===== config.mk =====
export PLATFORM = sky130hd
export DESIGN_NAME = card_config_host
export DESIGN_NICKNAME = d
export VERILOG_FILES = /design/src/card_cfg_pkg.sv /design/src/card_access_if.sv /design/src/card_config_host.sv /design/src/card_access_engine.sv
export SDC_FILE = /design/constraint.sdc
export NUM_CORES = 1
export LEC_CHECK = 0
export BUFFER_PORTS_ARGS = -buffer_cell sky130_fd_sc_hd__buf_4
export CAP_MARGIN = 20
export CORE_UTILIZATION = 57
export CTS_CLUSTER_SIZE = 10
export DETAILED_ROUTE_END_ITERATION = 10
export PLACE_DENSITY_LB_ADDON = 0.1
export SETUP_SLACK_MARGIN = 0.3
export SYNTH_ARGS = -nofsm -noshare
export SYNTH_HDL_FRONTEND = slang
export SYNTH_HIERARCHICAL = 1
export SYNTH_SLANG_ARGS = --single-unit

===== constraint.sdc =====
create_clock -name aclk -period 4.95 [get_ports aclk]
set_clock_uncertainty 0.05 [all_clocks]
set_input_delay 0.99 -clock aclk [delete_from_list [all_inputs] [get_ports aclk]]
set_output_delay 0.99 -clock aclk [all_outputs]
set_load 0.02 [all_outputs]

===== src/card_cfg_pkg.sv =====
package card_cfg_pkg;

    // Card attribute-space register addresses
    localparam logic [10:0] CARD_ADDR_CONFIG_OPTION = 11'h200;
    localparam logic [10:0] CARD_ADDR_CONFIG_STATUS = 11'h202;
    localparam logic [10:0] CARD_ADDR_PIN_REPLACE = 11'h204;
    localparam logic [10:0] CARD_ADDR_SOCKET_COPY = 11'h206;

    // Card register index
    localparam logic [1:0] IDX_CONFIG_OPTION = 2'h0;
    localparam logic [1:0] IDX_CONFIG_STATUS = 2'h1;
    localparam logic [1:0] IDX_PIN_REPLACE = 2'h2;
    localparam logic [1:0] IDX_SOCKET_COPY = 2'h3;

    // Card register fields
    localparam int SOFT_RESET_BIT = 7;
    localparam int INTERRUPT_STYLE_BIT = 6;
    localparam int MODE_W = 6;
    localparam int CHANGED_FLAG_BIT = 7;
    localparam int CHANGE_SIGNAL_EN_BIT = 6;
    localparam int NARROW_BUS_BIT = 5;
    localparam int POWER_DOWN_BIT = 2;
    localparam int INTERRUPT_PENDING_BIT = 1;
    localparam int COPY_NUMBER_BIT = 4;

    // Writable bits and fixed-one bits per card register
    localparam logic [7:0] MASK_CONFIG_OPTION = 8'hFF;
    localparam logic [7:0] MASK_CONFIG_STATUS = 8'h64;
    localparam logic [7:0] MASK_PIN_REPLACE = 8'h22;
    localparam logic [7:0] MASK_SOCKET_COPY = 8'h10;
    localparam logic [7:0] FIXED_PIN_REPLACE = 8'h0C;
    localparam logic [7:0] BYTE_ZERO = 8'h00;
    localparam logic [7:0] SOFT_RESET_VALUE = 8'h80;

    // Own AXI register offsets
    localparam logic [3:0] REG_CTRL = 4'h0;
    localparam logic [3:0] REG_SETUP = 4'h4;
    localparam logic [3:0] REG_STATUS = 4'h8;

    // Control register bits
    localparam int CTRL_GO_CONFIG = 0;
    localparam int CTRL_GO_SOFT_RESET = 1;
    localparam int CTRL_GO_RAW = 2;
    localparam int CTRL_RAW_WRITE = 3;
    localparam int CTRL_RAW_INDEX_LSB = 4;
    localparam int CTRL_RAW_DATA_LSB = 8;

    // Setup register bits
    localparam int SETUP_STYLE = 6;
    localparam int SETUP_SIGEN = 7;
    localparam int SETUP_NARROW = 8;
    localparam int SETUP_PWD = 9;
    localparam int SETUP_COPY = 10;
    localparam logic [10:0] SETUP_RESET = 11'h000;

    // Status register bits
    localparam int STAT_BUSY = 0;
    localparam int STAT_DONE = 1;
    localparam int STAT_CONFIGURED = 2;
    localparam int STAT_READY = 3;
    localparam int STAT_CHANGE = 4;
    localparam int STAT_RDATA_LSB = 8;

    localparam logic [1:0] RESP_OKAY = 2'b00;
    localparam logic [1:0] RESP_SLVERR = 2'b10;

    // Pin timing
    localparam int CLK_PERIOD_NS = 5;
    localparam int T_SETUP_NS = 30;
    localparam int T_STROBE_NS = 300;
    localparam int T_HOLD_NS = 30;
    localparam int SETUP_CYC = (T_SETUP_NS + CLK_PERIOD_NS - 1) / CLK_PERIOD_NS;
    localparam int STROBE_CYC = (T_STROBE_NS + CLK_PERIOD_NS - 1) / CLK_PERIOD_NS;
    localparam int HOLD_CYC = (T_HOLD_NS + CLK_PERIOD_NS - 1) / CLK_PERIOD_NS;
    localparam int CNT_W = 8;

    function automatic logic [10:0] card_addr(input logic [1:0] idx);
        card_addr = CARD_ADDR_CONFIG_OPTION + {8'h00, idx, 1'b0};
    endfunction

    function automatic logic [7:0] apply_mask(input logic [1:0] idx, input logic [7:0] d);
        logic [7:0] m;
        m = MASK_CONFIG_OPTION;
        unique case (idx)
            IDX_CONFIG_OPTION: m = MASK_CONFIG_OPTION;
            IDX_CONFIG_STATUS: m = MASK_CONFIG_STATUS;
            IDX_PIN_REPLACE: m = MASK_PIN_REPLACE;
            IDX_SOCKET_COPY: m = MASK_SOCKET_COPY;
        endcase
        apply_mask = (d & m) | ((idx == IDX_PIN_REPLACE) ? FIXED_PIN_REPLACE : BYTE_ZERO);
    endfunction

endpackage


===== src/card_access_if.sv =====
`timescale 1ns/1ps
interface card_access_if;
    logic valid;
    logic ready;
    logic write;
    logic [1:0] index;
    logic [7:0] wdata;
    logic [7:0] rdata;
    logic done;

    modport master (output valid, output write, output index, output wdata, input ready, input rdata, input done);
    modport engine (input valid, input write, input index, input wdata, output ready, output rdata, output done);
endinterface


===== src/card_config_host.sv =====
`timescale 1ns/1ps
module card_config_host
    import card_cfg_pkg::*;
#(
    parameter int SETUP_CYCLES = SETUP_CYC,
    parameter int STROBE_CYCLES = STROBE_CYC,
    parameter int HOLD_CYCLES = HOLD_CYC
) (
    // Clock and reset
    input wire logic aclk,
    input wire logic aresetn,
    // AXI4-Lite write
    input wire logic [3:0] s_axi_awaddr,
    input wire logic [2:0] s_axi_awprot,
    input wire logic s_axi_awvalid,
    output logic s_axi_awready,
    input wire logic [31:0] s_axi_wdata,
    input wire logic [3:0] s_axi_wstrb,
    input wire logic s_axi_wvalid,
    output logic s_axi_wready,
    output logic [1:0] s_axi_bresp,
    output logic s_axi_bvalid,
    input wire logic s_axi_bready,
    // AXI4-Lite read
    input wire logic [3:0] s_axi_araddr,
    input wire logic [2:0] s_axi_arprot,
    input wire logic s_axi_arvalid,
    output logic s_axi_arready,
    output logic [31:0] s_axi_rdata,
    output logic [1:0] s_axi_rresp,
    output logic s_axi_rvalid,
    input wire logic s_axi_rready,
    // Card pins
    output logic card_reg_n,
    output logic card_ce1_n,
    output logic card_ce2_n,
    output logic card_oe_n,
    output logic card_we_n,
    output logic [10:0] card_addr,
    output logic [7:0] card_data_out,
    input wire logic [7:0] card_data_in,
    output logic card_data_oe_n,
    input wire logic card_ready,
    input wire logic card_status_change_n
);

    typedef enum logic [7:0] {
        M_IDLE = 8'b0000_0001,
        M_RAW = 8'b0000_0010,
        M_SOCK = 8'b0000_0100,
        M_OPT = 8'b0000_1000,
        M_CS = 8'b0001_0000,
        M_SRST_SET = 8'b0010_0000,
        M_SRST_CLR = 8'b0100_0000,
        M_WAIT_RDY = 8'b1000_0000
    } main_state_type;

    card_access_if acc ();

    card_access_engine #(
        .SETUP_CYCLES(SETUP_CYCLES),
        .STROBE_CYCLES(STROBE_CYCLES),
        .HOLD_CYCLES(HOLD_CYCLES)
    ) u_engine (
        .aclk(aclk),
        .aresetn(aresetn),
        .acc(acc),
        .card_reg_n(card_reg_n),
        .card_ce1_n(card_ce1_n),
        .card_ce2_n(card_ce2_n),
        .card_oe_n(card_oe_n),
        .card_we_n(card_we_n),
        .card_addr(card_addr),
        .card_data_out(card_data_out),
        .card_data_in(card_data_in),
        .card_data_oe_n(card_data_oe_n)
    );

    main_state_type state_q, state_d;
    logic aw_held_q, w_held_q, bvalid_q, rvalid_q;
    logic [3:0] awaddr_q;
    logic [31:0] wdata_q, rdata_q;
    logic [3:0] wstrb_q;
    logic [1:0] bresp_q, rresp_q;
    logic [10:0] setup_q;
    logic raw_write_q;
    logic [1:0] raw_index_q;
    logic [7:0] raw_data_q, last_rdata_q;
    logic pend_q, done_q, configured_q, sock_done_q;

    // Bus decode
    logic do_write, do_read, wr_ctrl, wr_setup, wr_status, wr_hit, rd_hit;
    logic go_config, go_srst, go_raw, busy, step_end, seq_end;
    logic [31:0] status_word, read_word;

    assign do_write = aw_held_q && w_held_q && !bvalid_q;
    assign do_read = s_axi_arvalid && !rvalid_q;
    assign wr_ctrl = do_write && (awaddr_q == REG_CTRL) && wstrb_q[0];
    assign wr_setup = do_write && (awaddr_q == REG_SETUP);
    assign wr_status = do_write && (awaddr_q == REG_STATUS) && wstrb_q[0];
    assign wr_hit = (awaddr_q == REG_CTRL) || (awaddr_q == REG_SETUP) || (awaddr_q == REG_STATUS);
    assign rd_hit = (s_axi_araddr == REG_CTRL) || (s_axi_araddr == REG_SETUP) || (s_axi_araddr == REG_STATUS);

    // A start while busy is dropped rather than queued
    assign busy = (state_q != M_IDLE);
    assign go_config = wr_ctrl && !busy && wdata_q[CTRL_GO_CONFIG];
    assign go_srst = wr_ctrl && !busy && wdata_q[CTRL_GO_SOFT_RESET] && !wdata_q[CTRL_GO_CONFIG];
    assign go_raw = wr_ctrl && !busy && wdata_q[CTRL_GO_RAW] && !go_config && !go_srst;
    assign step_end = pend_q && acc.done;
    assign seq_end = (step_end && ((state_q == M_RAW) || (state_q == M_CS)))
        || ((state_q == M_WAIT_RDY) && card_ready);

    assign status_word = {16'h0000, last_rdata_q, 3'b000, !card_status_change_n, card_ready,
        configured_q, done_q, busy};
    assign read_word = (s_axi_araddr == REG_CTRL) ? {16'h0000, raw_data_q, 2'b00, raw_index_q, raw_write_q, 3'b000}
        : (s_axi_araddr == REG_SETUP) ? {21'h000000, setup_q}
        : (s_axi_araddr == REG_STATUS) ? status_word : 32'h0000_0000;

    always_comb begin
        state_d = state_q;
        unique case (state_q)
            M_IDLE: begin
                if (go_config) state_d = M_SOCK;
                else if (go_srst) state_d = M_SRST_SET;
                else if (go_raw) state_d = M_RAW;
            end
            M_RAW: if (step_end) state_d = M_IDLE;
            M_SOCK: if (step_end) state_d = M_OPT;
            M_OPT: if (step_end) state_d = M_CS;
            M_CS: if (step_end) state_d = M_IDLE;
            M_SRST_SET: if (step_end) state_d = M_SRST_CLR;
            M_SRST_CLR: if (step_end) state_d = M_WAIT_RDY;
            M_WAIT_RDY: if (card_ready) state_d = M_IDLE;
        endcase
    end

    // Request payload per step; fixed bits forced so the card never sees stray ones
    logic [7:0] opt_byte, cs_byte, sock_byte, req_byte;
    logic [1:0] req_index;
    assign opt_byte = {1'b0, setup_q[SETUP_STYLE], setup_q[MODE_W-1:0]};
    assign cs_byte = {1'b0, setup_q[SETUP_SIGEN], setup_q[SETUP_NARROW], 2'b00, setup_q[SETUP_PWD], 2'b00};
    assign sock_byte = {3'b000, setup_q[SETUP_COPY], 4'h0};
    assign req_index = (state_q == M_RAW) ? raw_index_q
        : (state_q == M_SOCK) ? IDX_SOCKET_COPY
        : (state_q == M_CS) ? IDX_CONFIG_STATUS : IDX_CONFIG_OPTION;
    assign req_byte = (state_q == M_RAW) ? raw_data_q
        : (state_q == M_SOCK) ? sock_byte
        : (state_q == M_OPT) ? opt_byte
        : (state_q == M_CS) ? cs_byte
        : (state_q == M_SRST_SET) ? SOFT_RESET_VALUE : BYTE_ZERO;

    assign acc.valid = !pend_q && (state_q != M_IDLE) && (state_q != M_WAIT_RDY);
    assign acc.write = (state_q == M_RAW) ? raw_write_q : 1'b1;
    assign acc.index = req_index;
    assign acc.wdata = apply_mask(req_index, req_byte);

    always_ff @(posedge aclk) begin
        if (!aresetn) begin
            state_q <= M_IDLE;
            pend_q <= 1'b0;
            sock_done_q <= 1'b0;
        end else begin
            state_q <= state_d;
            if (acc.valid && acc.ready) pend_q <= 1'b1;
            else if (acc.done) pend_q <= 1'b0;
            if (state_q == M_IDLE) sock_done_q <= 1'b0;
            else if (state_q == M_SOCK && step_end) sock_done_q <= 1'b1;
        end
    end

    // Sequence results; done sets over a clear in the same cycle
    always_ff @(posedge aclk) begin
        if (!aresetn) begin
            done_q <= 1'b0;
            configured_q <= 1'b0;
            last_rdata_q <= '0;
        end else begin
            if (seq_end) done_q <= 1'b1;
            else if (wr_status && wdata_q[STAT_DONE]) done_q <= 1'b0;
            if (state_q == M_CS && step_end) configured_q <= 1'b1;
            else if (go_srst) configured_q <= 1'b0;
            if (state_q == M_RAW && step_end && !raw_write_q) last_rdata_q <= acc.rdata;
        end
    end

    always_ff @(posedge aclk) begin
        if (!aresetn) begin
            setup_q <= SETUP_RESET;
            raw_write_q <= 1'b0;
            raw_index_q <= '0;
            raw_data_q <= '0;
        end else begin
            if (wr_setup && wstrb_q[0]) setup_q[7:0] <= wdata_q[7:0];
            if (wr_setup && wstrb_q[1]) setup_q[10:8] <= wdata_q[10:8];
            if (wr_ctrl && !busy) begin
                raw_write_q <= wdata_q[CTRL_RAW_WRITE];
                raw_index_q <= wdata_q[CTRL_RAW_INDEX_LSB +: 2];
            end
            if (do_write && (awaddr_q == REG_CTRL) && wstrb_q[1] && !busy) begin
                raw_data_q <= wdata_q[CTRL_RAW_DATA_LSB +: 8];
            end
        end
    end

    // AXI4-Lite slave
    assign s_axi_awready = !aw_held_q && !bvalid_q;
    assign s_axi_wready = !w_held_q && !bvalid_q;
    assign s_axi_arready = !rvalid_q;

    always_ff @(posedge aclk) begin
        if (!aresetn) begin
            aw_held_q <= 1'b0;
            w_held_q <= 1'b0;
            awaddr_q <= '0;
            wdata_q <= '0;
            wstrb_q <= '0;
            bvalid_q <= 1'b0;
            bresp_q <= RESP_OKAY;
            rvalid_q <= 1'b0;
            rresp_q <= RESP_OKAY;
            rdata_q <= '0;
        end else begin
            if (s_axi_awvalid && s_axi_awready) begin
                aw_held_q <= 1'b1;
                awaddr_q <= {s_axi_awaddr[3:2], 2'b00};
            end
            if (s_axi_wvalid && s_axi_wready) begin
                w_held_q <= 1'b1;
                wdata_q <= s_axi_wdata;
                wstrb_q <= s_axi_wstrb;
            end
            if (do_write) begin
                aw_held_q <= 1'b0;
                w_held_q <= 1'b0;
                bvalid_q <= 1'b1;
                bresp_q <= wr_hit ? RESP_OKAY : RESP_SLVERR;
            end else if (s_axi_bready) begin
                bvalid_q <= 1'b0;
            end
            if (do_read) begin
                rvalid_q <= 1'b1;
                rdata_q <= read_word;
                rresp_q <= rd_hit ? RESP_OKAY : RESP_SLVERR;
            end else if (s_axi_rready) begin
                rvalid_q <= 1'b0;
            end
        end
    end

    assign s_axi_bvalid = bvalid_q;
    assign s_axi_bresp = bresp_q;
    assign s_axi_rvalid = rvalid_q;
    assign s_axi_rdata = rdata_q;
    assign s_axi_rresp = rresp_q;
endmodule


===== src/card_access_engine.sv =====
`timescale 1ns/1ps
module card_access_engine
    import card_cfg_pkg::*;
#(
    parameter int SETUP_CYCLES = SETUP_CYC,
    parameter int STROBE_CYCLES = STROBE_CYC,
    parameter int HOLD_CYCLES = HOLD_CYC
) (
    // Clock and reset
    input wire logic aclk,
    input wire logic aresetn,
    // Request side
    card_access_if.engine acc,
    // Card pins
    output logic card_reg_n,
    output logic card_ce1_n,
    output logic card_ce2_n,
    output logic card_oe_n,
    output logic card_we_n,
    output logic [10:0] card_addr,
    output logic [7:0] card_data_out,
    input wire logic [7:0] card_data_in,
    output logic card_data_oe_n
);

    typedef enum logic [3:0] {
        E_IDLE = 4'b0001,
        E_SETUP = 4'b0010,
        E_STROBE = 4'b0100,
        E_HOLD = 4'b1000
    } eng_state_type;

    localparam logic [CNT_W-1:0] SETUP_LAST = CNT_W'(SETUP_CYCLES - 1);
    localparam logic [CNT_W-1:0] STROBE_LAST = CNT_W'(STROBE_CYCLES - 1);
    localparam logic [CNT_W-1:0] HOLD_LAST = CNT_W'(HOLD_CYCLES - 1);
    localparam int STROBE_A = STROBE_CYCLES;

    eng_state_type state_q, state_d;
    logic [CNT_W-1:0] cnt_q;
    logic wr_q;
    logic [10:0] addr_q;
    logic [7:0] dout_q, rdata_q;
    logic reg_n_q, ce1_n_q, oe_n_q, we_n_q, doe_n_q, done_q;
    logic take, phase_end;

    assign take = (state_q == E_IDLE) && acc.valid;
    assign phase_end = ((state_q == E_SETUP) && (cnt_q == SETUP_LAST))
        || ((state_q == E_STROBE) && (cnt_q == STROBE_LAST))
        || ((state_q == E_HOLD) && (cnt_q == HOLD_LAST));

    always_comb begin
        state_d = state_q;
        unique case (state_q)
            E_IDLE: if (take) state_d = E_SETUP;
            E_SETUP: if (phase_end) state_d = E_STROBE;
            E_STROBE: if (phase_end) state_d = E_HOLD;
            E_HOLD: if (phase_end) state_d = E_IDLE;
        endcase
    end

    // Byte access on the even lane, attribute space selected for the whole cycle
    always_ff @(posedge aclk) begin
        if (!aresetn) begin
            state_q <= E_IDLE;
            cnt_q <= '0;
            wr_q <= 1'b0;
            addr_q <= '0;
            dout_q <= '0;
            rdata_q <= '0;
            reg_n_q <= 1'b1;
            ce1_n_q <= 1'b1;
            oe_n_q <= 1'b1;
            we_n_q <= 1'b1;
            doe_n_q <= 1'b1;
            done_q <= 1'b0;
        end else begin
            state_q <= state_d;
            cnt_q <= (phase_end || take) ? '0 : cnt_q + CNT_W'(1);
            done_q <= (state_q == E_HOLD) && phase_end;
            if (take) begin
                wr_q <= acc.write;
                addr_q <= card_cfg_pkg::card_addr(acc.index);
                dout_q <= acc.wdata;
                reg_n_q <= 1'b0;
                ce1_n_q <= 1'b0;
                doe_n_q <= !acc.write;
            end
            if (state_q == E_SETUP && phase_end) begin
                oe_n_q <= wr_q;
                we_n_q <= !wr_q;
            end
            if (state_q == E_STROBE && phase_end) begin
                oe_n_q <= 1'b1;
                we_n_q <= 1'b1;
                if (!wr_q) rdata_q <= card_data_in;
            end
            if (state_q == E_HOLD && phase_end) begin
                reg_n_q <= 1'b1;
                ce1_n_q <= 1'b1;
                doe_n_q <= 1'b1;
            end
        end
    end

    assign acc.ready = (state_q == E_IDLE);
    assign acc.rdata = rdata_q;
    assign acc.done = done_q;
    assign card_reg_n = reg_n_q;
    assign card_ce1_n = ce1_n_q;
    assign card_ce2_n = 1'b1;
    assign card_oe_n = oe_n_q;
    assign card_we_n = we_n_q;
    assign card_addr = addr_q;
    assign card_data_out = dout_q;
    assign card_data_oe_n = doe_n_q;
endmodule


==> flow_summary.yaml <==
detailed_routing:
  met3_length_um: 638
  dr_total_vias: 4607
  routedLengthMet1_mm: 5.45
  first_pass_iters: 5
  wl_per_cell_um: 15.3
  route.met2.wl_mm: 6.08
  route.detailed.drc: 0
  vias_per_cell: 5.66
  first_iter_violations: 240
  maxUsedRoutingLayer: "met4"
  antenna_left: 0
  routed_wl_mm: 12.5
clock_tree:
  cts_buffer_depth: 2
  clock_sinks: 120
  cts_tree: "built"
  cts_root_buf: "clkbuf_8"
  path_clk_slew_ns: 0.06
  clkLatencyLatePin_ns: 0.53
  htree_num_levels: 4
  cts_resized: 0
  post-cts-setup-buffers: 0
  cts_inserted_buffers: 17
  holdBufCountCts: 0
sta:
  maxSlewViolCount: 0
  fmax_mhz: 372
  final.min_clock_period_ns: 2.69
  rsz0062_at_grt: "false"
  setup_violations: 0
  timing.final.crit_share_pct: 54.3
  hold_viol: 0
  totalNegativeSetupSlack_ns: 0
  worst_pin_slew_ns: 0.780
  holdWs_ns: 0.411
  relSlewSlack_pct: 47.3
pwr:
  p_int_w: 0.00194
  finalPower_w: 0.00273
  p_comb_share_pct: 13.6
  pwr-share-seq_pct: 39.5
  p_sw_share_pct: 29.0
  p_switching_w: 0.000794
  p_leak_nw: 2.75
  p_clk_share_pct: 46.9
  vdd.ir_drop.worst_mv: 0.334
  power.density_nw_per_um2: 419
layout:
  fin_util_pct: 71.0
  final_layout_size_suffix_gt1_share_pct: 17.8
  design_area_um2: 6530
  diodes: 0
  nets: 762
  most-common-layout-cells: "dfxtp_1, nor2_1, nand2_1"
  final_common_cell: "dfxtp_1"
  synthToLayoutAreaGrowth_pct: 20.8
setup_path:
  end_kind: "register"
  arrival_ns: 3.09
  worstPathRequired_ns: 5.35
  start_kind: "register"
  path_class: "reg2reg"
  cp_max_fo: 13
synth:
  netlist_instances: 623
  syn_avg_cell_area_um2: 8.68
  synth_edf_count: 0
  ys_seq_area_share_pct: 44.4
  yosysTopAreaCellShare_pct: 44.4
  async_flop_share_pct: 0
  synth_warnings: 6
  yosys.area.top_type: "dfxtp_1"
  synthTopCellsByArea: "dfxtp_1, mux2i_1, nor2_1"
  synthDistinctLibCells: 61
  yosys_most_used_dff: "dfxtp_1"
  ys_ff_latch: 120
  netlist_area_um2: 5410
global_route:
  grt_antenna_before_repair: 0
  grt_usage_pct: 26.4
  grt_pass1_wl_mm: 20.1
  grt_max_degree: 81
  grt_pass1_vias: 4186
  gr-total-overflow: 0
placement:
  hpwl_mm: 8.81
  gp_congestion: 0.892
  portBuffers: 79
  placed_area_um2: 5920
min_path:
  hp-class: "reg2reg"
die:
  pin_count: 133
  core_um2: 9200
  start_util_pct: 58.8
  rows: 35
  die_h_um: 99.4
  dieArea_um2: 9880
  die_x_um: 99.4
run_status:
  status: "finished, final reports clean"
job:
  maxCapViolCount: 0
[state kept, by name (all words and copies together), names as in the netlist, 8 cells and up]
register,count
last_rdata_q,8
setup_q,11
u_engine/cnt_q,8
raw_data_q,8
u_engine/card_data_out,8
u_engine/acc.rdata,8
wdata_q,16
s_axi_rdata,16
state_q,8
[per-layer routing]
layer / track usage (%) / up-vias
met5: 0 / -
met1: 32.2 / 2173
li1: - / 2251
met3: 5.83 / 27
met2: 44.3 / 156
met4: 12.8 / 0
[worst paths after layout]
kind         depth (start not counted)  slack (ns)        start           endpoint
max reg2reg                          6        2.26   state_q[0]  u_engine/cnt_q[5]
max                                  6        2.26   state_q[0]  u_engine/cnt_q[5]
min reg2reg                          2        0.41  wdata_q[15]        wdata_q[15]
min                                  2        0.41  wdata_q[15]        wdata_q[15]
[metrics by stage]
step                      cells  setup slack [ns]
after global routing        814              1.84
after CTS                   814              2.30
after detailed placement    782              2.13
final                       814              2.26
after floorplan             647              2.78
after global placement      781              1.96
[power by group through the flow]
stage / combinational, W / sequential (W) / clock, W
5_1_grt: 0.000411 / 0.00109 / 0.00134
4_1_cts: 0.000371 / 0.00108 / 0.00129
3_3_place_gp: 0.000360 / 0.00109 / 0
6_report: 0.000372 / 0.00108 / 0.00128
2_1_floorplan: 0.000272 / 0.00110 / 0
3_5_place_dp: 0.000367 / 0.00110 / 0
[cells by family after synthesis]
family,synth area share (%)
compound gates,12.4
xor+xnor,1.30
fa+ha+maj,1.16
buf+inv,6.52
flops,44.4
mux,9.81
other cells,0.208
simple gates,24.2
[area by class of cell]
class                   instances  area (um^2)
fillers                       738         2660
flip-flops and latches        120         2400
clock buffers                  17          414
multi-input cells             463         2740
clock inverters                15          203
well taps                     111          139
repair buffers                 81          606
inverters                       7         26.3
[synthesized netlist by cell type (all sizes together), types with 3 or more instances]
| library cell | n |
|---|---|
| dfxtp | 120 |
| nor2 | 90 |
| nand2 | 82 |
| a21oi | 56 |
| mux2i | 53 |
| buf | 36 |
| clkbuf | 21 |
| o21ai | 15 |
| a22oi | 13 |
| nand3 | 12 |
| nor3 | 10 |
| nor2b | 8 |
| inv | 7 |
| nand2b | 7 |
| nor4b | 7 |
| nand4 | 6 |
| and2 | 5 |
| ha | 5 |
| nand3b | 5 |
| nor4 | 5 |
| xor2 | 5 |
| a22o | 4 |
| or3 | 4 |
| and3 | 3 |
| conb | 3 |
| nand4b | 3 |
| nor3b | 3 |
| xnor2 | 3 |
[worst max-delay path, cell delays in order (launching register included)]
cell and delay (ns):
dfxtp_1 0.41, nor4_1 0.47, nor4b_1 0.52, nor3_1 0.20, nand2_1 0.38, nand4_1 0.39
nor2b_1 0.20
(Power assumes the default switching activity.)
